File: config.mk
export PLATFORM = sky130hd
export DESIGN_NAME = floppy_read_data_separator
export DESIGN_NICKNAME = d
export VERILOG_FILES = /design/src/fdsep_pkg.sv /design/src/mode_if.sv /design/src/ref_clock_divider.sv /design/src/retrig_oneshot.sv /design/src/floppy_read_data_separator.sv
export SDC_FILE = /design/constraint.sdc
export NUM_CORES = 1
export LEC_CHECK = 0
export ABC_AREA = 1
export BUFFER_PORTS_ARGS = -buffer_cell sky130_fd_sc_hd__buf_2
export CORE_MARGIN = 4
export CORE_UTILIZATION = 49
export CTS_BUF_LIST = sky130_fd_sc_hd__clkbuf_8
export DETAILED_ROUTE_END_ITERATION = 6
export GPL_ROUTABILITY_DRIVEN = 0
export MAX_ROUTING_LAYER = met4
export PLACE_DENSITY = 0.7
export SLEW_MARGIN = 20
export SYNTH_ARGS = -nofsm -noshare
export SYNTH_HDL_FRONTEND = slang
export SYNTH_SLANG_ARGS = --single-unit
export TNS_END_PERCENT = 30
File: constraint.sdc
create_clock -name mclk_i -period 5.25 [get_ports mclk_i]
set_clock_uncertainty 0.05 [all_clocks]
set_input_delay 0.7875 -clock mclk_i [delete_from_list [all_inputs] [get_ports mclk_i]]
set_output_delay 0.7875 -clock mclk_i [all_outputs]
set_load 0.02 [all_outputs]
File: src/fdsep_pkg.sv
// Shared constants and types of the floppy read data separator
`default_nettype none
package fdsep_pkg;
  // System clock period
  localparam int CLK_PERIOD_NS = 10;
  // Shortest write clock period, one microsecond
  localparam int CELL_BASE_NS  = 1000;
  // Width of the bit cell counters
  localparam int CELL_W        = 9;
  // Window width at the shortest period, in clock cycles
  localparam logic [CELL_W-1:0] CELL_BASE_CYC = CELL_W'(CELL_BASE_NS / CLK_PERIOD_NS);
  // Least high time of the regenerated read pulse
  localparam int RD_PULSE_NS   = 150;
  localparam int RD_W          = 5;
  localparam logic [RD_W-1:0] RD_PULSE_CYC =
    RD_W'((RD_PULSE_NS + CLK_PERIOD_NS - 1) / CLK_PERIOD_NS);
  // Reference edge counter, one count per 16 MHz period
  localparam int REF_DIV_W     = 6;
  // Counter bit that gives 8 MHz, 2 MHz and a 1 us period
  localparam int PRI_BIT       = 0;
  localparam int SEC_BIT       = 2;
  localparam int WCLK_BIT      = 3;
  // Reset values of the clock outputs
  localparam logic CLK_RST     = 1'b0;
  // Width of the one-shot duration count
  localparam int ONESHOT_W     = 16;
  // Loop filter mode, one-hot
  typedef enum logic [1:0] {
    LOOP_ACQUIRE = 2'b01,
    LOOP_TRACK   = 2'b10
  } loop_mode_t;
endpackage
`default_nettype wire

File: src/mode_if.sv
// Drive size and density selection carried between modules
`default_nettype none
interface mode_if;
  logic small_drive;    // High for the smaller drive format
  logic double_density; // High for MFM, low for FM
  modport drive (output small_drive, output double_density);
  modport use_sel (input small_drive, input double_density);
endinterface
`default_nettype wire

File: src/ref_clock_divider.sv
// Controller and write clocks divided from the 16 MHz reference
`default_nettype none
module ref_clock_divider (
  input  wire logic mclk_i,
  input  wire logic nrst_i,
  input  wire logic reference_osc_in_i,
  mode_if.use_sel   sel,
  output logic      primary_ctrl_clock_o,
  output logic      secondary_ctrl_clock_o,
  output logic      write_clock_o
);
  logic                                ref_q;   // Previous reference level
  logic                                tick;    // Reference rising edge
  logic [fdsep_pkg::REF_DIV_W-1:0]     cnt_q;   // Reference edge count
  logic [fdsep_pkg::REF_DIV_W-1:0]     cnt_d;
  int                                  shift;   // Extra divide by size
  int                                  wshift;  // Extra divide by size and density

  always_ff @(posedge mclk_i or negedge nrst_i) begin
    if (!nrst_i) begin
      ref_q <= 1'b0;
    end else begin
      ref_q <= reference_osc_in_i;
    end
  end
  assign tick = reference_osc_in_i & ~ref_q;

  assign cnt_d  = tick ? cnt_q + 1'b1 : cnt_q;
  assign shift  = sel.small_drive ? 1 : 0;
  assign wshift = shift + (sel.double_density ? 0 : 1);

  // Edge counter
  always_ff @(posedge mclk_i or negedge nrst_i) begin
    if (!nrst_i) begin
      cnt_q <= '0;
    end else begin
      cnt_q <= cnt_d;
    end
  end

  // clock taps chosen by size and density
  always_ff @(posedge mclk_i or negedge nrst_i) begin
    if (!nrst_i) begin
      primary_ctrl_clock_o   <= fdsep_pkg::CLK_RST;
      secondary_ctrl_clock_o <= fdsep_pkg::CLK_RST;
      write_clock_o          <= fdsep_pkg::CLK_RST;
    end else begin
      primary_ctrl_clock_o   <= cnt_d[fdsep_pkg::PRI_BIT + shift];
      secondary_ctrl_clock_o <= cnt_d[fdsep_pkg::SEC_BIT + shift];
      write_clock_o          <= cnt_d[fdsep_pkg::WCLK_BIT + wshift];
    end
  end
endmodule
`default_nettype wire

File: src/retrig_oneshot.sv
// Retriggerable one-shot timer
`default_nettype none
module retrig_oneshot #(
  parameter int DUR_W = fdsep_pkg::ONESHOT_W
) (
  input  wire logic             mclk_i,
  input  wire logic             nrst_i,
  input  wire logic             trigger_i,
  input  wire logic [DUR_W-1:0] duration_i,
  output logic                  fire_o
);
  logic             trig_q;  // Previous trigger level
  logic             edge_s;  // Either edge of the trigger
  logic [DUR_W-1:0] cnt_q;   // Cycles left

  // Trigger history
  always_ff @(posedge mclk_i or negedge nrst_i) begin
    if (!nrst_i) begin
      trig_q <= 1'b1;
    end else begin
      trig_q <= trigger_i;
    end
  end
  assign edge_s = trigger_i ^ trig_q;

  // restart on every edge, else count down
  always_ff @(posedge mclk_i or negedge nrst_i) begin
    if (!nrst_i) begin
      cnt_q  <= '0;
      fire_o <= 1'b0;
    end else if (edge_s) begin
      cnt_q  <= duration_i;
      fire_o <= (duration_i != '0);
    end else if (cnt_q > 1) begin
      cnt_q  <= cnt_q - 1'b1;
    end else begin
      cnt_q  <= '0;
      fire_o <= 1'b0;
    end
  end
endmodule
`default_nettype wire

File: src/floppy_read_data_separator.sv
// Floppy read data separator: clocks, data window, loop taps, timer
`default_nettype none
// How it works
// - Primary clock 8 or 4 MHz by size
// - Secondary clock 2 or 1 MHz by size
// - Write clock period 1, 2 or 4 us
// - Density select high MFM, low FM
// - Size select high small, low eight-inch
// - Sync field selects acquisition filter tap
// - ID and data fields select tracking tap
// - Controller gate marks gap and sync areas
// - Sample gate width equals write clock period
// - Regenerate drive pulses as read data
// - Gate timed to split data from clock
// - Retriggerable one-shot, externally set duration
// - Clock outputs taken from 16 MHz reference, window and timers from system clock
// - Raw whole-track read not supported
// - Zero-filled eight-inch gaps not supported
module floppy_read_data_separator #(
  parameter int DUR_W = fdsep_pkg::ONESHOT_W
) (
  input  wire logic             mclk_i,
  input  wire logic             nrst_i,
  input  wire logic             reference_osc_in_i,
  input  wire logic             drive_size_select_i,
  input  wire logic             density_select_i,
  input  wire logic             sync_gate_i,
  input  wire logic             raw_read_i,
  input  wire logic             oneshot_trigger_i,
  input  wire logic [DUR_W-1:0] timing_rc_node_i,
  output logic                  primary_ctrl_clock_o,
  output logic                  secondary_ctrl_clock_o,
  output logic                  write_clock_o,
  output logic                  read_data_o,
  output logic                  sample_gate_o,
  output logic                  acquire_filter_tap_o,
  output logic                  track_filter_tap_o,
  output logic                  oneshot_output_o
);
  // Counter widths from the package
  localparam int CW = fdsep_pkg::CELL_W;
  localparam int RW = fdsep_pkg::RD_W;

  // Window, read pulse and loop state
  mode_if                  sel ();   // Size and density to the divider
  logic [CW-1:0]           cell_len; // Gate half period in cycles
  logic [CW-1:0]           half_len; // Centre of a gate half
  logic                    rd_q;     // Previous raw read level
  logic                    rd_edge;  // Raw read rising edge
  logic [RW-1:0]           rd_cnt_q; // Read pulse cycles left
  logic [CW-1:0]           pos_q;    // Position inside gate half
  logic [CW-1:0]           pos_d;
  logic                    flip;     // Gate half ends
  logic signed [CW:0]      err;      // Pulse offset from centre
  logic signed [CW:0]      corr;     // Phase correction applied
  logic signed [CW:0]      nxt;      // Corrected next position
  fdsep_pkg::loop_mode_t   loop_q;   // Loop filter mode

  // selects passed straight to the divider
  assign sel.small_drive    = drive_size_select_i;
  assign sel.double_density = density_select_i;

  ref_clock_divider u_div (
    .mclk_i                 (mclk_i),
    .nrst_i                 (nrst_i),
    .reference_osc_in_i     (reference_osc_in_i),
    .sel                    (sel),
    .primary_ctrl_clock_o   (primary_ctrl_clock_o),
    .secondary_ctrl_clock_o (secondary_ctrl_clock_o),
    .write_clock_o          (write_clock_o)
  );

  retrig_oneshot #(
    .DUR_W (DUR_W)
  ) u_timer (
    .mclk_i     (mclk_i),
    .nrst_i     (nrst_i),
    .trigger_i  (oneshot_trigger_i),
    .duration_i (timing_rc_node_i),
    .fire_o     (oneshot_output_o)
  );

  // gate half length follows size and density
  always_comb begin
    unique case ({drive_size_select_i, density_select_i})
      // Eight-inch MFM, 1 us
      2'b01:   cell_len = fdsep_pkg::CELL_BASE_CYC;
      // Small FM, 4 us
      2'b10:   cell_len = fdsep_pkg::CELL_BASE_CYC << 2;
      // Eight-inch FM and small MFM, 2 us
      default: cell_len = fdsep_pkg::CELL_BASE_CYC << 1;
    endcase
  end
  // Window centre, half the window length
  assign half_len = cell_len >> 1;

  // Raw read history
  always_ff @(posedge mclk_i or negedge nrst_i) begin
    if (!nrst_i) begin
      // Line taken as low at reset
      rd_q <= 1'b0;
    end else begin
      rd_q <= raw_read_i;
    end
  end
  // every rising edge is taken, gap content is not checked
  assign rd_edge = raw_read_i & ~rd_q;

  // regenerate each read pulse at a fixed width
  always_ff @(posedge mclk_i or negedge nrst_i) begin
    if (!nrst_i) begin
      // Nothing running, line low
      rd_cnt_q    <= '0;
      read_data_o <= 1'b0;
    end else if (rd_edge) begin
      // Retrigger extends a pulse still running
      rd_cnt_q    <= fdsep_pkg::RD_PULSE_CYC;
      read_data_o <= 1'b1;
    end else if (rd_cnt_q > 1) begin
      // Pulse running, one cycle less
      rd_cnt_q    <= rd_cnt_q - 1'b1;
    end else begin
      // Count spent, line back low
      rd_cnt_q    <= '0;
      read_data_o <= 1'b0;
    end
  end

  // loop mode follows the controller gate
  // no raw track mode is offered
  always_ff @(posedge mclk_i or negedge nrst_i) begin
    if (!nrst_i) begin
      // Start in acquisition, as after a gap
      loop_q <= fdsep_pkg::LOOP_ACQUIRE;
    end else begin
      unique case (loop_q)
        // Stay in acquisition while the gap or sync area lasts
        fdsep_pkg::LOOP_ACQUIRE: begin
          if (!sync_gate_i) begin
            // Gate fell, fields follow, go track
            loop_q <= fdsep_pkg::LOOP_TRACK;
          end
        end
        // Return to acquisition at the next sync area
        fdsep_pkg::LOOP_TRACK: begin
          if (sync_gate_i) begin
            // New sync area, lock again
            loop_q <= fdsep_pkg::LOOP_ACQUIRE;
          end
        end
        // Illegal codes recover to acquisition
        default: loop_q <= fdsep_pkg::LOOP_ACQUIRE;
      endcase
    end
  end

  // one tap at a time
  // Acquisition while locking on a sync field
  assign acquire_filter_tap_o = (loop_q == fdsep_pkg::LOOP_ACQUIRE);
  // Tracking once the fields are read
  assign track_filter_tap_o   = (loop_q == fdsep_pkg::LOOP_TRACK);

  // phase error of a pulse against the gate half centre
  // Error is signed, one bit wider than the position
  assign err  = $signed({1'b0, pos_q}) - $signed({1'b0, half_len});
  // Full correction to lock, quarter correction to track
  // A process keeps the quarter step an arithmetic shift of a signed error
  always_comb begin
    // No pulse, no correction
    corr = '0;
    if (rd_edge) begin
      if (loop_q == fdsep_pkg::LOOP_ACQUIRE) begin
        // Acquisition takes the whole error at once
        corr = err;
      end else begin
        // Tracking takes a quarter, sign kept
        corr = err >>> 2;
      end
    end
  end
  // Step by one each cycle, less the correction
  assign nxt  = $signed({1'b0, pos_q}) - corr + $signed({{CW{1'b0}}, 1'b1});
  // Half ends when the count reaches the length, also after a mode change
  assign flip = (nxt >= $signed({1'b0, cell_len}));
  // Wrap to zero when the half ends
  assign pos_d = flip ? '0 : nxt[CW-1:0];

  always_ff @(posedge mclk_i or negedge nrst_i) begin
    if (!nrst_i) begin
      // Window starts low at position zero
      pos_q         <= '0;
      sample_gate_o <= 1'b0;
    end else begin
      // Step the position every cycle
      pos_q <= pos_d;
      if (flip) begin
        // Half over, window changes level
        sample_gate_o <= ~sample_gate_o;
      end
    end
  end
endmodule
`default_nettype wire

==> run metrics, run 1 <==
num rows 29; Synth area leaders dfrtp_1 34%, ha_1 14%, inv_1 9.0%; Hold Buf Count CTS 0; I/O pin count 32; CP Data Arrival Time between 4 and 5 ns; Die Wd approximately 90 µm; CP Capture Type flip-flop; number of global-route vias before repair between 2,000 and 3,000; Mapped Cells around 400; drt first pass iters 4; Clock transition at path regs approximately 0.090 ns; synth unique cells 37; Area Growth Syn to Fin 10.6%; clock buffer depth 2; Synth area leader dfrtp_1; Routed Antenna Nets 0; post-CTS resize count 0; port bufs 31; yosys warns 0; Max FO, Critical Path 10; worst slack, placed between 0.15 and 0.2 ns; diode count 0; Final setup viols 0; count of flip-flops with a built-in enable after synthesis 0; max incr delay on CP 0.44 ns; Power per Cell Area 651 nW/µm²; die height ~90 µm; Vias between 2,000 and 3,000; unrepaired setup endpoints after global routing no; Fin. Hold Viols 0; GRT Residual Overflow 0; slowest cell on the critical path fa_1; Slew Limit Fails 0; Worst slew margin between 30% and 40%; layout cells sized above 1 between 10% and 20%; clk_lat worst skew 0.30 ns; H-tree Lvls 2; first-pass GRT wire length ~11,000 µm; Netlist Area Pre-Place 3320 µm²; slew of the pin with the lowest slew margin 0.917 ns; Async S/R FF share, synth 100%; Die Area approximately 8200 µm²; Fmax around 210 MHz; wire length on met3 between 200 and 250 µm; post-route setup slack 0.485 ns; Setup TNS 0 ns; core area around 6500 µm²; Top Metal Used met4; Overall Global Routing Usage approximately 17%; initial DRC count 125; Post-CTS Setup Bufs 0; Post-Route WL 6360 µm; metal2 WL 3090 µm; worst hold path type flip-flop to flip-flop; Seq/Total Area, Yosys a little over a third; FF+latch count, synth 47; maxcap violations 0; initial antenna violation count 0; CTS tree done; worst reg2reg setup slack about 0.99 ns; Met1 Wirelength ~3000 µm; WP data required around 5.4 ns; Most common cell on crit path nand2_1; Initial Utilization about half; Avg Synthesized Cell Area ~8.3 µm²; status finished, final reports clean; clk sinks between 40 and 50; final worst-path cycle share between 90% and 100%; DR vias/cell 5.09; Max VDD drop 0.260 mV; top-area cell type share of the netlist area 33.9%; DRC Markers 0; Final nets roughly 500; kind of critical path input pin to flip-flop; syn_nets approximately 470; Main synth FF type dfrtp_1; root buffer cell clkbuf_8; Final min period between 4 and 5 ns; LEAKAGE between 1.5 and 2 nW; DP Wirelength 5030 µm; total CTS buffers 5; crit start category input pin; WL/cell between 10 and 15 µm; largest net degree at the start of global routing 48
report_power, final:
part	leakage, nW	total (mW)	switching (mW)	internal [mW]
registers	0.559	0.580	0.0886	0.492
clock network	0.0526	0.231	0.125	0.106
logic	1.33	1.58	0.964	0.615
total	1.94	2.39	1.18	1.21
final cells by class:
type                            instances  area, µm²
Fill cell                             600       2790
Multi-Input combinational cell        273       1830
Sequential cell                        47       1180
Inverter                               81        304
Timing Repair Buffer                   33        173
Tap cell                               77       96.3
Clock buffer                            6       82.6
Clock inverter                          2       12.5
flip-flops by register name, summed over array words and instances, names as in the netlist:
signal and cells:
loop_q 2, pos_q 9, rd_cnt_q 5, rd_q 1, read_data_o 1, sample_gate_o 1, u_div.cnt_q 6, u_div.primary_ctrl_clock_o 1
u_div.ref_q 1, u_div.secondary_ctrl_clock_o 1, u_div.write_clock_o 1, u_timer.cnt_q 16, u_timer.fire_o 1, u_timer.trig_q 1
cell usage in the layout (no fill, tap or decap), drive strengths merged, types with 5 or more instances in the layout:
| cell | n |
|---|---|
| nor2 | 36 |
| xor2 | 26 |
| nand4 | 5 |
| o21ai | 20 |
| nor3 | 8 |
| o22ai | 12 |
| inv | 82 |
| buf | 33 |
| xnor2 | 9 |
| dfrtp | 45 |
| ha | 37 |
| a21oi | 17 |
| clkbuf | 6 |
| nand2 | 73 |
| nand3 | 15 |
final timing paths:
check / startpoint / end / depth (start not counted)
setup / recovery: drive_size_select_i / pos_q[6] / 32
hold / removal: u_div.cnt_q[5] / u_div.cnt_q[5] / 1
setup reg to reg: pos_q[2] / pos_q[6] / 30
hold reg to reg: u_div.cnt_q[5] / u_div.cnt_q[5] / 1
max in group asynchronous: nrst_i / u_timer.cnt_q[11] / 1
min in group asynchronous: nrst_i / u_div.cnt_q[4] / 1
routing by layer:
metal  track usage (%)  vias up
met4              4.34        0
li1                  -     1360
met5                 -        -
met1              22.5     1232
met2              28.3       42
met3              3.08        8
cells by family after synthesis:
kind of cell | after synthesis | share of synthesized area (%)
simple gates | 141 | 19.6
buf+inv | 82 | 9.50
compound gates | 58 | 11.1
flops | 47 | 35.5
fa+ha+maj | 39 | 15.1
xor+xnor | 35 | 9.23
synth_stat cells (2+ instances only):
cell type / n
a21oi_1: 17
dfrtp_1: 45
dfstp_2: 2
fa_1: 2
ha_1: 37
inv_1: 80
nand2_1: 67
nand2_2: 5
nand3_1: 14
nand4_1: 4
nor2_1: 31
nor2_2: 3
nor2_4: 2
nor3_1: 5
nor3_2: 3
nor4_1: 2
o21ai_0: 17
o21ai_1: 2
o21bai_1: 2
o22ai_1: 11
or2_2: 2
xnor2_1: 9
xor2_1: 26
worst max-delay path: cells and delay by family:
kind / cells / cell delay [ns]
buf+inv: 7 / 0.50
fa+ha+maj: 5 / 1.69
xor+xnor: 2 / 0.36
compound gates: 5 / 0.62
simple gates: 13 / 0.96
through the flow:
stage	area [µm²]	total power, mW	std cells	hold WS (ns)	utilization (%)
finish	3670	2.39	519	0.430	56.9
detailed placement	3580	2.17	511	0.410	55.4
CTS	3670	2.41	519	0.431	56.8
floorplan	3320	1.84	402	0.394	-
global placement	3580	2.11	511	0.409	55.4
global route	3670	2.68	519	0.449	56.9
Note: power is estimated with default switching activity, not from simulation.
==> run 2: changes to the inputs <==
Settings changed: ABC_AREA 1 to not set, CAP_MARGIN set to 30.
==> run 2 against run 1 <==
Compared with the run above:
- register-to-register slack lost 0.25 ns
- hold slack worse by 0.014 ns
- global-route usage increased by 1.9 points
- synthesized cell count down 14%
- worst setup slack lost 0.23 ns
- clock power decreased by 7%
- largest power group unchanged
- routed wire length rose by 9.2%
- cell count is 7.5% lower
- power increased by 16%
- critical path depth shrank 8
==> run metrics, run 2 <==
Async S/R FF share, synth 100%; clock buffer depth 2; Die Wd a little under 90 µm; maxcap violations 0; DP Wirelength ~5400 µm; H-tree Lvls 2; die height ~89 µm; Vias 2,653; net switching power around 1.3 mW; Clk pwr share under 10%; total CTS buffers 5; Setup TNS 0 ns; Max FO, Critical Path 5; Area Growth Syn to Fin 17.7%; worst hold path type input pin to asynchronous set/reset pin; slew of the pin with the lowest slew margin 0.774 ns; Synth area leader dfrtp_1; status finished, final reports clean; Cells after DPL between 400 and 500; GRT Residual Overflow 0; WP data required 5.42 ns; Die Area just under 8000 µm²; Initial Utilization between 50% and 60%; fin util roughly three fifths; most frequent cells in the layout 45 x dfrtp_1, 37 x ha_1, 35 x nand2_1, 34 x o21ai_0, 31 x buf_2; number of fill cells in the layout between 500 and 600; Main synth FF type dfrtp_1; final worst-path cycle share ~95%; syn_nets 407; initial antenna violation count 0; num rows 29; initial DRC count between 100 and 150; largest net degree at the start of global routing 27; combinational power share a little under three quarters; Commonest cells post-synth 45 x dfrtp_1, 37 x ha_1, 35 x nand2_1, 35 x o21ai_0, 25 x nor2_1; core area 6350 µm²; first-pass GRT wire length ~12,000 µm; CP Capture Type flip-flop; drt first pass iters 4; crit start category input pin; Fin. Hold Viols 0; I/O pin count 32; Netlist Area Pre-Place between 3000 and 4000 µm²; clk sinks between 40 and 50; top-area cell type share of the netlist area about a third; Synth area leaders dfrtp_1 35%, ha_1 14%, xnor2_1 5.7%; Fmax ~200 MHz; kind of critical path input pin to flip-flop; most frequent cell after synthesis dfrtp_1; FF+latch area between 1000 and 1500 µm²; commonest non-fill, non-tap cell in the layout dfrtp_1; CP Data Arrival Time slightly above 5 ns; Slew Limit Fails 0; Avg Synthesized Cell Area between 9 and 10 µm²; sw frac 45.5%; Multi-input gate area 1960 µm²; max reg flops 16; yosys warns 0; clk_lat worst skew about 0.29 ns; LEAKAGE roughly 1.8 nW; Flop pwr share approximately a fifth; root buffer cell clkbuf_8; CTS tree done; WL/cell 14.5 µm; Post-Layout Cell Count 480; Final nets 466; Max VDD drop around 0.82 mV; Routed Antenna Nets 0; Worst slew margin a little under half; DRC Markers 0; layout cells sized above 1 around a fifth; Power Internal 1.51 mW; Overall Global Routing Usage roughly a fifth; DR vias/cell roughly 5.5; Clock transition at path regs around 0.09 ns; Largest regs u_timer.cnt_q x16, pos_q x9, u_div.cnt_q x6; Post-CTS Setup Bufs 0; diode count 0; Seq/Total Area, Yosys between 30 and 40%; FF+latch count, synth 47; Final setup viols 0; number of global-route vias before repair 2,593; count of flip-flops with a built-in enable after synthesis 0; Power per Cell Area between 700 and 800 nW/µm²; Mapped Cells 344; port bufs 31; synth unique cells 47; Post-Route WL about 6900 µm; Biggest register u_timer.cnt_q; Final min period 5.00 ns
[run 2: cell types whose count changed in the layout (fill, tap and decap cells not counted), moves of 6 or more]
cell      change
o22ai_1      -10
nor2b_1       +8
nand2b_1      +7
xor2_1       -13
buf_4        +22
nand2_1      -32
nand3_1      -11
o21ai_0      +17
nor2_1        -6
nor4_1        +7
inv_1        -57
xnor2_1      +12
[run 2: cell families (layout without fill, tap and decap cells)]
logic type	Yosys count	after routing	share of synthesized area, %
AND/OR/NAND/NOR	112	112	17.5
AO/OA/AOI/OAI	78	79	15.5
flip-flops	47	47	36.8
adder cells (fa/ha/maj)	39	39	15.7
XOR/XNOR	34	34	9.30
buffers and inverters	30	88	3.52
multiplexers	4	4	1.72
[run 2: path summary, 6_finish.rpt]
path                                          start              to  slack (ns)  depth (start not counted)
worst min register to register        sample_gate_o   sample_gate_o        0.42                          1
max in group asynchronous                    nrst_i  u_timer.trig_q        4.14                          2
worst min-delay path                         nrst_i     rd_cnt_q[0]        0.42                          1
min in group mclk_i                   sample_gate_o   sample_gate_o        0.42                          1
worst max-delay path            drive_size_select_i        pos_q[8]        0.25                         24
worst max register to register             pos_q[1]        pos_q[8]        0.74                         20
[run 2: final cells by class]
type                       instances  area share, %
clock buffer                       5           1.83
clock inverter                     2          0.365
inverter                          24           2.39
multi-input combinational        268           52.0
sequential                        47           31.3
tap                               77           2.56
timing repair buffer              57           9.63
[run 2: worst max-delay path: stages]
cell and delay (ns):
buf_2 0.11, inv_1 0.07, buf_4 0.12, ha_1 0.21, inv_1 0.10, ha_1 0.33, o211a_1 0.24, o31ai_1 0.10
nand2_1 0.11, xor2_1 0.16, mux2_2 0.27, nand2_1 0.07, ha_1 0.22, ha_1 0.31, o21a_1 0.12, a21boi_1 0.14
o21a_1 0.17, nor2_1 0.11, xnor2_1 0.16, ha_1 0.27, a21o_1 0.19, a2111oi_4 0.41, a221oi_2 0.19, nor2b_1 0.20
[run 2: layer usage]
| layer | track usage, % | up-vias | wire length (µm) | part of all wire [%] |
|---|---|---|---|---|
| li1 | - | 1324 | - | - |
| met1 | 26.0 | 1284 | 3270 | 47 |
| met2 | 31.0 | 39 | 3390 | 49 |
| met3 | 2.98 | 6 | 219 | 3.2 |
| met4 | 3.71 | 0 | 59 | 0.85 |
| met5 | - | - | 0 | 0 |
[run 2: metrics by stage]
stage               total power, mW  area, µm²  hold WS [ns]  setup WS [ns]
floorplan                      1.96       3210         0.382          0.127
CTS                            2.65       3730         0.423         0.0534
global route                   3.06       3770         0.447        -0.0191
global placement               2.36       3620         0.404        -0.0670
finish                         2.77       3770         0.416          0.251
detailed placement             2.42       3640         0.403         -0.251
[run 2: what timing repair did]
action	CTS	global route
resized for setup	0	7
hold buffers	0	0
setup endpoints to repair	0	10
[run 2: power groups by stage]
stage          sequential (mW)  combinational [mW]  clock, mW
2_1_floorplan            0.597                1.36          0
3_3_place_gp             0.592                1.77          0
3_5_place_dp             0.597                1.83          0
4_1_cts                  0.591                1.84      0.220
5_1_grt                  0.608                2.22      0.236
6_report                 0.592                1.96      0.214
